File: src/rtl/nvsc_pkg.sv
// package: timing constants, command addresses and states for the nvsram host controller
// Overview of operation
// device skips hardware or power-loss save when nothing was written since last nonvolatile operation
// device keeps accepting writes briefly after a save starts, then locks the array
// that write grace interval lasts at most 25 ns
// device ignores reads and writes during save, restore, or low supply
// power-up restore time counts from supply passing trip level; access blocked meanwhile
// host issues command sequence as reads clocked by chip select or output enable
// host performs six consecutive reads of fixed addresses in order, nothing between
// host holds write strobe high throughout all six command reads
// device acts on a valid command within 100 us after sixth read
// save and restore commands lock out all host access until complete
// sixth command read data may be invalid; host must not use it
// host requests hardware save by driving store/busy low at least 15 ns
// with no write latched, device restores outputs within 25 ns, no save
// host keeps store/busy high during every normal read or write
// strobe decode: deselect, write, read with output enable, else high impedance
// out-of-order or wrong-address command read discards sequence, treated as ordinary read
package nvsc_pkg;
  localparam int CLK_PERIOD_NS = 10;
  // access strobe timing, least times round up
  localparam int READ_CYCLE_NS = 25;
  localparam int READ_CYCLE_CYC = (READ_CYCLE_NS + CLK_PERIOD_NS - 1) / CLK_PERIOD_NS;
  localparam int DATA_ACCESS_NS = 25;
  localparam int DATA_ACCESS_CYC = (DATA_ACCESS_NS + CLK_PERIOD_NS - 1) / CLK_PERIOD_NS;
  localparam int WRITE_PULSE_NS = 20;
  localparam int WRITE_PULSE_CYC = (WRITE_PULSE_NS + CLK_PERIOD_NS - 1) / CLK_PERIOD_NS;
  localparam int HW_SAVE_PULSE_MIN_NS = 15;
  localparam int HW_SAVE_PULSE_MIN_CYC = (HW_SAVE_PULSE_MIN_NS + CLK_PERIOD_NS - 1) / CLK_PERIOD_NS;
  localparam int HW_SAVE_RELEASE_TIME_NS = 25;
  localparam int HW_SAVE_RELEASE_TIME_CYC = (HW_SAVE_RELEASE_TIME_NS + CLK_PERIOD_NS - 1) / CLK_PERIOD_NS;
  localparam int WRITE_GRACE_TIME_NS = 25;
  localparam int WRITE_GRACE_TIME_CYC = (WRITE_GRACE_TIME_NS + CLK_PERIOD_NS - 1) / CLK_PERIOD_NS;
  localparam int COMMAND_PROCESSING_TIME_US = 100;
  localparam int COMMAND_PROCESSING_TIME_CYC = COMMAND_PROCESSING_TIME_US * 1000 / CLK_PERIOD_NS;
  localparam int POWERUP_RESTORE_TIME_MS = 20;
  localparam int POWERUP_RESTORE_TIME_CYC = POWERUP_RESTORE_TIME_MS * 1000000 / CLK_PERIOD_NS;
  localparam int CNT_W = 24;
  localparam int ADDR_W = 15;
  localparam int DATA_W = 8;
  localparam int SEQ_LEN = 6;
  // command sequence addresses, first five common
  localparam logic [14:0] SEQ_A0 = 15'h0E38;
  localparam logic [14:0] SEQ_A1 = 15'h31C7;
  localparam logic [14:0] SEQ_A2 = 15'h03E0;
  localparam logic [14:0] SEQ_A3 = 15'h3C1F;
  localparam logic [14:0] SEQ_A4 = 15'h303F;
  localparam logic [14:0] SEQ_STORE = 15'h0FC0;
  localparam logic [14:0] SEQ_RECALL = 15'h0C63;
  localparam logic [1:0] CMD_READ = 2'h0;
  localparam logic [1:0] CMD_WRITE = 2'h1;
  localparam logic [1:0] CMD_SW_SAVE = 2'h2;
  localparam logic [1:0] CMD_SW_RESTORE = 2'h3;
  typedef enum logic [2:0] {
    NVSC_POWERUP = 3'b000,
    NVSC_IDLE    = 3'b001,
    NVSC_ACCESS  = 3'b011,
    NVSC_GAP     = 3'b010,
    NVSC_HWREQ   = 3'b110,
    NVSC_BUSY    = 3'b111
  } nvsc_state_t;
endpackage : nvsc_pkg

File: src/rtl/nvsc_host.sv
// host controller that drives the nvsram strobes, sequences and save requests
`timescale 1ns/1ps
`default_nettype none
module nvsc_host #(
  parameter int POWERUP_CYC = nvsc_pkg::POWERUP_RESTORE_TIME_CYC,
  parameter int PROC_CYC    = nvsc_pkg::COMMAND_PROCESSING_TIME_CYC
) (
  // clock and reset
  input  wire logic                        i_clk_sys,
  input  wire logic                        i_rst,
  // user request
  input  wire logic                        i_req_valid,
  input  wire logic [1:0]                  i_req_cmd,
  input  wire logic [nvsc_pkg::ADDR_W-1:0] i_req_addr,
  input  wire logic [nvsc_pkg::DATA_W-1:0] i_req_wdata,
  input  wire logic                        i_hw_save_req,
  output logic                             o_req_ready,
  output logic                             o_rsp_valid,
  output logic [nvsc_pkg::DATA_W-1:0]      o_rsp_rdata,
  // memory pins
  output logic [nvsc_pkg::ADDR_W-1:0]      o_mem_addr,
  output logic                             o_mem_sel_n,
  output logic                             o_mem_wr_n,
  output logic                             o_mem_oe_n,
  input  wire logic [nvsc_pkg::DATA_W-1:0] i_mem_dq,
  output logic [nvsc_pkg::DATA_W-1:0]      o_mem_dq,
  output logic                             o_mem_dq_oe,
  input  wire logic                        i_hw_save_busy_n,
  output logic                             o_hw_save_busy_n,
  output logic                             o_hw_save_busy_oe
);
  localparam int CW = nvsc_pkg::CNT_W;

  function automatic logic [CW-1:0] cyc(input int n);
    cyc = CW'(n);
  endfunction : cyc

  function automatic logic [14:0] seq_addr(input logic [2:0] idx, input logic rec);
    case (idx)
      3'h0: seq_addr = nvsc_pkg::SEQ_A0;
      3'h1: seq_addr = nvsc_pkg::SEQ_A1;
      3'h2: seq_addr = nvsc_pkg::SEQ_A2;
      3'h3: seq_addr = nvsc_pkg::SEQ_A3;
      3'h4: seq_addr = nvsc_pkg::SEQ_A4;
      default: seq_addr = rec ? nvsc_pkg::SEQ_RECALL : nvsc_pkg::SEQ_STORE;
    endcase
  endfunction : seq_addr

  nvsc_pkg::nvsc_state_t state_r, state_nxt;
  logic [CW-1:0] cnt_r, cnt_nxt;
  logic [2:0] seq_idx_r, seq_idx_nxt;
  logic [1:0] cmd_r, cmd_nxt;
  logic [7:0] wdata_r, wdata_nxt;
  logic [14:0] uaddr_r, uaddr_nxt;
  logic busy_pin_s;
  logic [7:0] dq_s;

  // pin inputs cross two flops before use
  nvsc_sync #(.W(1)) u_sync_busy (
    .i_clk_sys (i_clk_sys),
    .i_rst     (i_rst),
    .i_async   (i_hw_save_busy_n),
    .o_sync    (busy_pin_s)
  );
  nvsc_sync #(.W(8)) u_sync_dq (
    .i_clk_sys (i_clk_sys),
    .i_rst     (i_rst),
    .i_async   (i_mem_dq),
    .o_sync    (dq_s)
  );

  wire is_seq    = cmd_r[1];
  wire is_write  = (cmd_r == nvsc_pkg::CMD_WRITE) && !is_seq;
  wire last_seq  = is_seq && (seq_idx_r == 3'(nvsc_pkg::SEQ_LEN - 1));
  // two extra access cycles cover the data synchroniser
  wire [CW-1:0] acc_cyc = is_write ? cyc(nvsc_pkg::WRITE_PULSE_CYC) : cyc(nvsc_pkg::DATA_ACCESS_CYC + 2);
  wire cnt_done  = (cnt_r == '0);
  wire take_req  = (state_r == nvsc_pkg::NVSC_IDLE) && i_req_valid && !i_hw_save_req;
  wire take_hw   = (state_r == nvsc_pkg::NVSC_IDLE) && i_hw_save_req;
  wire dev_busy  = !busy_pin_s;
  // reads sample synchronised data on the strobe's last cycle; sixth command read discarded
  wire rsp_fire  = (state_r == nvsc_pkg::NVSC_ACCESS) && cnt_done && !is_seq
                   && !is_write;
  wire done_fire = ((state_r == nvsc_pkg::NVSC_ACCESS) && cnt_done && (is_write || !is_seq))
                   || ((state_r == nvsc_pkg::NVSC_BUSY) && cnt_done && !dev_busy);

  always_comb begin
    state_nxt = state_r;
    cnt_nxt = cnt_done ? cnt_r : cnt_r - cyc(1);
    seq_idx_nxt = seq_idx_r;
    cmd_nxt = cmd_r;
    wdata_nxt = wdata_r;
    uaddr_nxt = uaddr_r;
    case (state_r)
      nvsc_pkg::NVSC_POWERUP: begin
        // restore after power-up blocks every access
        if (cnt_done) state_nxt = nvsc_pkg::NVSC_IDLE;
      end
      nvsc_pkg::NVSC_IDLE: begin
        if (take_hw) begin
          state_nxt = nvsc_pkg::NVSC_HWREQ;
          cnt_nxt = cyc(nvsc_pkg::HW_SAVE_PULSE_MIN_CYC - 1);
        end else if (take_req) begin
          cmd_nxt = i_req_cmd;
          wdata_nxt = i_req_wdata;
          uaddr_nxt = i_req_addr;
          seq_idx_nxt = '0;
          state_nxt = nvsc_pkg::NVSC_ACCESS;
          cnt_nxt = (i_req_cmd == nvsc_pkg::CMD_WRITE) ? cyc(nvsc_pkg::WRITE_PULSE_CYC)
                                                       : cyc(nvsc_pkg::DATA_ACCESS_CYC + 2);
        end
      end
      nvsc_pkg::NVSC_ACCESS: begin
        if (cnt_done) begin
          state_nxt = nvsc_pkg::NVSC_GAP;
          cnt_nxt = cyc(nvsc_pkg::READ_CYCLE_CYC - 1);
        end
      end
      nvsc_pkg::NVSC_GAP: begin
        // strobes high between cycles; command reads follow one another directly
        if (cnt_done) begin
          if (is_seq && !last_seq) begin
            seq_idx_nxt = seq_idx_r + 3'h1;
            state_nxt = nvsc_pkg::NVSC_ACCESS;
            cnt_nxt = acc_cyc;
          end else if (is_seq) begin
            state_nxt = nvsc_pkg::NVSC_BUSY;
            cnt_nxt = cyc(PROC_CYC);
          end else begin
            state_nxt = nvsc_pkg::NVSC_IDLE;
          end
        end
      end
      nvsc_pkg::NVSC_HWREQ: begin
        if (cnt_done) begin
          state_nxt = nvsc_pkg::NVSC_BUSY;
          cnt_nxt = cyc(nvsc_pkg::HW_SAVE_RELEASE_TIME_CYC + 2);
        end
      end
      nvsc_pkg::NVSC_BUSY: begin
        // wait out processing and any busy indication; no access meanwhile
        if (cnt_done && !dev_busy) state_nxt = nvsc_pkg::NVSC_IDLE;
      end
      default: state_nxt = nvsc_pkg::NVSC_IDLE;
    endcase
  end

  // pin decode; write strobe only for plain writes, never in a command
  wire in_acc  = (state_nxt == nvsc_pkg::NVSC_ACCESS);
  wire cmd_seq = in_acc && (state_r == nvsc_pkg::NVSC_IDLE ? i_req_cmd[1] : is_seq);
  wire cmd_wr  = in_acc && (state_r == nvsc_pkg::NVSC_IDLE ? (i_req_cmd == nvsc_pkg::CMD_WRITE) : is_write);
  wire cmd_rec = (state_r == nvsc_pkg::NVSC_IDLE) ? (i_req_cmd == nvsc_pkg::CMD_SW_RESTORE)
                                                   : (cmd_r == nvsc_pkg::CMD_SW_RESTORE);
  wire [14:0] addr_nxt = cmd_seq ? seq_addr(seq_idx_nxt, cmd_rec)
                                 : ((state_r == nvsc_pkg::NVSC_IDLE) ? i_req_addr : uaddr_r);
  wire [7:0] wd_nxt = (state_r == nvsc_pkg::NVSC_IDLE) ? i_req_wdata : wdata_r;
  // next pin and response values; the flops below only copy them
  wire        sel_n_nxt    = !in_acc; // see R6
  wire        wr_n_nxt     = !cmd_wr;
  wire        oe_n_nxt     = !(in_acc && !cmd_wr);
  wire        pull_nxt     = (state_nxt == nvsc_pkg::NVSC_HWREQ);
  wire        ready_nxt    = (state_nxt == nvsc_pkg::NVSC_IDLE);
  wire [14:0] pin_addr_nxt = in_acc ? addr_nxt : o_mem_addr;
  wire [7:0]  rdata_nxt    = rsp_fire ? dq_s : o_rsp_rdata;

  always_ff @(posedge i_clk_sys or posedge i_rst) begin
    if (i_rst) begin
      state_r <= nvsc_pkg::NVSC_POWERUP;
      cnt_r <= cyc(POWERUP_CYC);
      seq_idx_r <= '0;
      cmd_r <= nvsc_pkg::CMD_READ;
      wdata_r <= '0;
      uaddr_r <= '0;
    end else begin
      state_r <= state_nxt;
      cnt_r <= cnt_nxt;
      seq_idx_r <= seq_idx_nxt;
      cmd_r <= cmd_nxt;
      wdata_r <= wdata_nxt;
      uaddr_r <= uaddr_nxt;
    end
  end

  // memory side pins
  always_ff @(posedge i_clk_sys or posedge i_rst) begin
    if (i_rst) begin
      o_mem_addr <= '0;
      o_mem_sel_n <= 1'b1;
      o_mem_wr_n <= 1'b1;
      o_mem_oe_n <= 1'b1;
      o_mem_dq <= '0;
      o_mem_dq_oe <= 1'b0;
      o_hw_save_busy_n <= 1'b1;
      o_hw_save_busy_oe <= 1'b0;
    end else begin
      o_mem_addr <= pin_addr_nxt;
      o_mem_sel_n <= sel_n_nxt;
      o_mem_wr_n <= wr_n_nxt;
      o_mem_oe_n <= oe_n_nxt;
      o_mem_dq <= wd_nxt;
      o_mem_dq_oe <= cmd_wr;
      // busy pin only pulled low while requesting, never driven high against the device
      o_hw_save_busy_n <= 1'b0;
      o_hw_save_busy_oe <= pull_nxt;
    end
  end

  // user side
  always_ff @(posedge i_clk_sys or posedge i_rst) begin
    if (i_rst) begin
      o_req_ready <= 1'b0;
      o_rsp_valid <= 1'b0;
      o_rsp_rdata <= '0;
    end else begin
      o_req_ready <= ready_nxt;
      o_rsp_valid <= done_fire;
      o_rsp_rdata <= rdata_nxt;
    end
  end
endmodule : nvsc_host
`default_nettype wire

File: src/rtl/nvsc_sync.sv
// two-flop synchroniser for pins
`timescale 1ns/1ps
`default_nettype none
module nvsc_sync #(
  parameter int W = 1
) (
  input  wire logic         i_clk_sys,
  input  wire logic         i_rst,
  input  wire logic [W-1:0] i_async,
  output logic      [W-1:0] o_sync
);
  logic [W-1:0] meta_r;
  always_ff @(posedge i_clk_sys or posedge i_rst) begin
    if (i_rst) begin
      meta_r <= '1;
      o_sync <= '1;
    end else begin
      meta_r <= i_async;
      o_sync <= meta_r;
    end
  end
endmodule : nvsc_sync
`default_nettype wire

File: config.mk
export PLATFORM = sky130hd
export DESIGN_NAME = nvsc_host
export DESIGN_NICKNAME = d
export VERILOG_FILES = /design/src/rtl/nvsc_pkg.sv /design/src/rtl/nvsc_host.sv /design/src/rtl/nvsc_sync.sv
export SDC_FILE = /design/constraint.sdc
export NUM_CORES = 1
export LEC_CHECK = 0
export ABC_CLOCK_PERIOD_IN_PS = 3500
export BUFFER_PORTS_ARGS = -buffer_cell sky130_fd_sc_hd__buf_2
export CORE_MARGIN = 2
export CORE_UTILIZATION = 46
export CTS_CLUSTER_DIAMETER = 50
export DETAILED_ROUTE_END_ITERATION = 12
export PLACE_DENSITY = 0.7
export REMOVE_ABC_BUFFERS = 1
export SLEW_MARGIN = 20
export SYNTH_ARGS = -nofsm -noshare
export SYNTH_HDL_FRONTEND = slang
export SYNTH_SLANG_ARGS = --single-unit
File: constraint.sdc
create_clock -name i_clk_sys -period 3.5 [get_ports i_clk_sys]
set_input_delay 0.7 -clock i_clk_sys [delete_from_list [all_inputs] [get_ports i_clk_sys]]
set_output_delay 0.7 -clock i_clk_sys [all_outputs]
set_load 0.02 [all_outputs]
* Word level (Yosys, flattened, before mapping)
Cells that the tools add are included.
** Storage, ports and cells
- Register bits after elaboration :: 112
- Word-level logic and storage cells :: 104
** Operators by class
- Add/subtract/negate cells :: 2
- Equal/unequal tests :: 17
- Muxes and demuxes :: 34
- Bitwise gates (word level) :: 1
- Reduce and logical (&&, ||, !) cells :: 29
** Operators with widths (number)
- $mux W24 :: 8
- $pmux W24 S4 :: 1
- $pmux W14 S5 :: 1
- $mux W3 :: 15
- $mux W15 :: 2
- $logic_not A24 Y1 :: 1
- $sub A24 B1 Y24 const B :: 1
- $pmux W3 S6 :: 1
- $logic_and A1 B1 Y1 :: 16
- $eq A3 B2 Y1 const B :: 5
- $eq A3 B3 Y1 const B :: 5
- $mux W10 :: 1
- $eq A3 B1 Y1 const B :: 3
- $mux W8 :: 1
- $logic_not A1 Y1 :: 7
- $logic_not A3 Y1 :: 2
- $pmux W3 S2 :: 1
- $eq A2 B1 Y1 const B :: 2
- $eq A2 B2 Y1 const B :: 2
- $add A3 B1 Y3 const B :: 1
- $mux W1 :: 3
- $reduce_and A3 Y1 :: 1
- $logic_or A1 B1 Y1 :: 2
- $not A1 Y1 :: 1

* Longest topological paths before layout
- Word-level depth :: 12
- Depth in mapped cells :: 11
- Mapped depth without buffers :: 11

* Hierarchy
From an unflattened synthesis, not the netlist that was laid out.
** Second synthesis, totals
- Cell total of the unflattened synthesis :: 528
- Area, all modules :: 5146.2 µm²
** Modules (own cells, without submodules)
- nvsc_host :: times used 1, cells each 508, area each 4665.7 µm², seq. area each 2366.0 µm²
- nvsc_sync at u_sync_dq :: times used 1, cells each 17, area each 424.2 µm², seq. area each 420.4 µm²
- nvsc_sync at u_sync_busy :: times used 1, cells each 3, area each 56.3 µm², seq. area each 52.6 µm²

* Worst setup path before layout
OpenSTA, ideal clock, no wires.
- Path type :: reg2reg
- Start point :: register cnt_r[0]
- End point :: register o_mem_addr[2] (netlist bit)
- Data arrival time :: 2.284 ns
- Required time :: 3.379 ns
- Setup slack :: 1.095 ns
- Cell stages (with the launch flop) :: 12
- Period minus slack after synthesis :: 2.405 ns
- Cells stage by stage :: dfrtp_1 inv_1 ha_1 nor4b_4 and4_1 nand2_1 mux2i_1 a221o_2 nor2_4 inv_2 buf_6 a22o_1
** Between the ends
- Cells in the longest elaborated chain, start to end :: 7
- Elaborated cells on any way between the ends :: 19
- Those cells by class :: 5 x eq/ne; 10 x mux; 4 x reduce/logical
** Ends and longest elaborated chain
- start, declared :: RTL line nvsc_host.sv:50 : logic [CW-1:0] cnt_r, cnt_nxt;
- start signal, assigned :: RTL line nvsc_host.sv:169 : cnt_r <= cyc(POWERUP_CYC);
- start signal, assigned :: RTL line nvsc_host.sv:176 : cnt_r <= cnt_nxt;
- $logic_not A24 Y1 (*) :: RTL line nvsc_host.sv:77 : wire cnt_done = (cnt_r == '0);
- parallel branches: the longest is 6 deep, another holds $mux W15
- end signal, assigned :: RTL line nvsc_host.sv:196 : o_mem_addr <= pin_addr_nxt;
- end, declared :: RTL line nvsc_host.sv:21 : output logic [nvsc_pkg::ADDR_W-1:0] o_mem_addr,
Every way passes the cells marked *.
A chain may end at the register's enable or synchronous reset.

* Final worst setup path
- Start point :: register cnt_r[9]
- End point :: register o_mem_addr[9] (netlist bit)
Same word-level chain as after synthesis.

==> results.ini <==
[timing]
finalSetupViolCount = 0
finalCritPeriodShare = 0.840
tightestPinTransition_ps = 760
fmaxAchievable_ghz = 0.340
maxSlewViolCount = 0
final.setup_skew_ps = 9.11
timing.max_slew.rel_slack = 0.479
fin_ws_ps = 558
fin_setup_tns_ps = 0
final_period_minus_worst_setup_slack_ps = 2940
timing.final.hold_violations = 0
rsz0062_at_grt = no

[worst_setup_path]
regToRegStartpoint = cnt_r[9]
crit_path_end = o_mem_addr[9]
reg2reg_depth = 8
critPathArrivalTime_ps = 3180
r2r_endpoint = o_mem_addr[9]
critPathRequiredTime_ps = 3740
critical_path_peak_fanout = 11
regToRegSetupSlack_ps = 560
critical_path_startpoint_category = register
start_to_end_type_of_the_worst_setup_path = reg -> reg
startpoint = cnt_r[9]
setup.worst_path.end_class = register

[clock_tree]
post-cts-setup-buffer-count = 0
post_cts_resize_count = 0
ctsRootBufferMaster = sky130_fd_sc_hd__clkbuf_16
tritoncts = built
clock_tree.buffer_depth = 2
cts_hold_buffers = 0
clk-insertion-delay-late_ps = 350
tritoncts.num_buffers = 9
clock_sink_count = 112
htreeDepth = 3
clk_transition_reported_paths_ps = 80

[placed_design]
place_congestion = 0.856
dpl_worst_slack_ps = 502
port-buffer-count = 76
detailed_place.area_um2 = 5750
dp.final_hpwl_um = 7900

[route]
drt_first_pass_iters = 4
vias = 3854
wl_per_cell_um = 16.1
post_drt_via_cell_ratio = 5.54
wirelength_um = 11200
route.detailed.drc = 0
drtIter0Drc = 259
postRouteAntennaNets = 0

[synth]
yosys_register_bits = 112
primary_flip_flop_cell_chosen_by_synthesis_mapping = sky130_fd_sc_hd__dfrtp_1
synth-edff-count = 0
asyncSetResetFlopFracSynth = 1.00
synth_unique_cells = 69
netlist_area_um2 = 5220
synth_area_leaders = sky130_fd_sc_hd__dfrtp_1, sky130_fd_sc_hd__dfstp_2, sky130_fd_sc_hd__mux2_2
synth-warning-count = 0
post-synth-top-area-cell = sky130_fd_sc_hd__dfrtp_1
synth.yosys.seq_area_share = 0.544
synth.top_cell.area_share = 0.398
synthesis.instances = 477
syn-mean-instance-area_um2 = 10.9

[die]
start_util = 0.477
num_rows = 38
die_height_um = 111
design.portCount = 77
core_region_area_um2 = 10900
die_w_um = 111
total_die_area_um2 = 12200

[cells_and_area]
num_antenna_cells = 0
num-nets-final = 595
fin_area_um2 = 6050
area.sequential_um2 = 2840
drive_above_1_share = 0.329
multi_input_area_um2 = 2250
n_fill_cell = 956
synthToLayoutAreaGrowth_pct = 15.8

[pwr]
vdd.ir_drop.worst_uv = 500
fin_total_pwr_mw = 5.19
leakagePower_nw = 2.83
power-per-cell-area_nw_per_um2 = 857

[run]
cap_viol_max_count = 0

[status]
run_status = completed

[grt]
grt_antenna_before_repair = 0
first_global_vias = 3872
grt_max_degree = 64
grt_overflow_total = 0
overall_global_routing_resource_usage = 0.188
global_route_wire_length_before_repair_um = 19000

[hold_path]
worst_hold_path_type = reg -> reg

## metal layers
metal	global-route usage	wire length (µm)	part of all wire	up-vias
met3	0.0412	584	0.052	11
li1	-	-	-	1811
met5	0	0	0	-
met4	0.0442	123	0.011	0
met2	0.313	5520	0.49	121
met1	0.254	4990	0.44	1911
## worst max-delay path, cell delays in order, from the launching register on
cell and delay [ps]:
sky130_fd_sc_hd__dfrtp_1 450, sky130_fd_sc_hd__nor4_2 440, sky130_fd_sc_hd__and2_1 470, sky130_fd_sc_hd__nand2_1 200, sky130_fd_sc_hd__mux2i_1 160, sky130_fd_sc_hd__a221o_2 450, sky130_fd_sc_hd__inv_1 290, sky130_fd_sc_hd__a21boi_0 150
sky130_fd_sc_hd__a31o_2 230
## cell usage in the layout (no fill, tap or decap), types with 9 or more instances in the layout
| cell | count |
|---|---|
| sky130_fd_sc_hd__nor2_1 | 32 |
| sky130_fd_sc_hd__o21ai_0 | 15 |
| sky130_fd_sc_hd__mux2i_1 | 9 |
| sky130_fd_sc_hd__a21oi_1 | 12 |
| sky130_fd_sc_hd__dfrtp_1 | 83 |
| sky130_fd_sc_hd__nand3_1 | 16 |
| sky130_fd_sc_hd__nand2_1 | 76 |
| sky130_fd_sc_hd__inv_1 | 10 |
| sky130_fd_sc_hd__clkbuf_16 | 9 |
| sky130_fd_sc_hd__xnor2_1 | 16 |
| sky130_fd_sc_hd__buf_2 | 76 |
| sky130_fd_sc_hd__mux2_2 | 34 |
| sky130_fd_sc_hd__dfstp_2 | 29 |
| sky130_fd_sc_hd__nor3_1 | 13 |
## report_power, final
group | internal (mW) | switching (mW) | leakage (nW)
Sequential | 1.72 | 0.335 | 1.39
Clock | 0.506 | 0.500 | 0.143
Combinational | 0.845 | 1.28 | 1.30
## cell usage after synthesis (2+ instances only)
cell,count
sky130_fd_sc_hd__a31oi_1,3
sky130_fd_sc_hd__o21ai_0,15
sky130_fd_sc_hd__a21oi_1,12
sky130_fd_sc_hd__o21a_1,2
sky130_fd_sc_hd__nor4_2,2
sky130_fd_sc_hd__clkbuf_1,14
sky130_fd_sc_hd__nand2_1,76
sky130_fd_sc_hd__and3_1,3
sky130_fd_sc_hd__buf_2,4
sky130_fd_sc_hd__nand4_1,5
sky130_fd_sc_hd__nor2b_1,3
sky130_fd_sc_hd__inv_1,11
sky130_fd_sc_hd__nor4_1,4
sky130_fd_sc_hd__nand2b_1,3
sky130_fd_sc_hd__nor3_1,13
sky130_fd_sc_hd__dfstp_2,29
sky130_fd_sc_hd__o31ai_1,2
sky130_fd_sc_hd__or3_1,3
sky130_fd_sc_hd__ha_1,6
sky130_fd_sc_hd__mux2i_1,9
sky130_fd_sc_hd__a22o_1,3
sky130_fd_sc_hd__and2_1,6
sky130_fd_sc_hd__a21boi_0,2
sky130_fd_sc_hd__o21ai_1,3
sky130_fd_sc_hd__xnor2_1,16
sky130_fd_sc_hd__o211ai_1,6
sky130_fd_sc_hd__or4_1,2
sky130_fd_sc_hd__or2_2,2
sky130_fd_sc_hd__xor2_1,4
sky130_fd_sc_hd__and4_1,2
sky130_fd_sc_hd__o2bb2ai_1,5
sky130_fd_sc_hd__o22ai_1,3
sky130_fd_sc_hd__dfrtp_1,83
sky130_fd_sc_hd__nand3_1,16
sky130_fd_sc_hd__a211oi_1,4
sky130_fd_sc_hd__nor3b_1,2
sky130_fd_sc_hd__nor2_1,33
sky130_fd_sc_hd__o22a_1,2
sky130_fd_sc_hd__mux2_2,34
## through the flow
step                instances  hold slack, ps  utilization
global route              696             361        0.553
global placement          680             346        0.526
detailed placement        680             347        0.526
floorplan                 457             345            -
finish                    696             357        0.553
CTS                       696             356        0.553
## cell type report
cell class | count | area share
Tap cell | 140 | 0.0290
Timing Repair Buffer | 83 | 0.0737
Multi-Input combinational cell | 333 | 0.372
Clock inverter | 7 | 0.0112
Inverter | 12 | 0.00786
Sequential cell | 112 | 0.469
Clock buffer | 9 | 0.0372
## logic make-up after synthesis
| group | share of synthesized area |
|---|---|
| AOI/OAI and AO/OA | 0.103 |
| xor gates and xnor gates | 0.0336 |
| adders and majority gates | 0.0144 |
| buffers and inverters | 0.0261 |
| DFF | 0.544 |
| muxes | 0.0932 |
| other | 0.000718 |
| and+or+nand+nor | 0.186 |
## sequential cells by signal, indices dropped and copies added (netlist names), 2 cells and up
signal / cells
cnt_r: 24
o_mem_addr: 15
uaddr_r: 15
o_mem_dq: 8
o_rsp_rdata: 8
u_sync_dq.meta_r: 8
u_sync_dq.o_sync: 8
wdata_r: 8
seq_idx_r: 3
state_r: 3
cmd_r: 2
## how the worst min path moves through the flow
stage | start | to | slack, ps | cells after the start
floorplan | u_sync_busy.meta_r | u_sync_busy.o_sync | 350 | 0
global placement | u_sync_dq.meta_r[6] | u_sync_dq.o_sync[6] | 350 | 0
detailed placement | u_sync_dq.meta_r[0] | u_sync_dq.o_sync[0] | 350 | 0
CTS | u_sync_dq.meta_r[0] | u_sync_dq.o_sync[0] | 360 | 0
global route | u_sync_dq.meta_r[0] | u_sync_dq.o_sync[0] | 360 | 0
finish | u_sync_dq.meta_r[0] | u_sync_dq.o_sync[0] | 360 | 0
(Power assumes the default switching activity.)
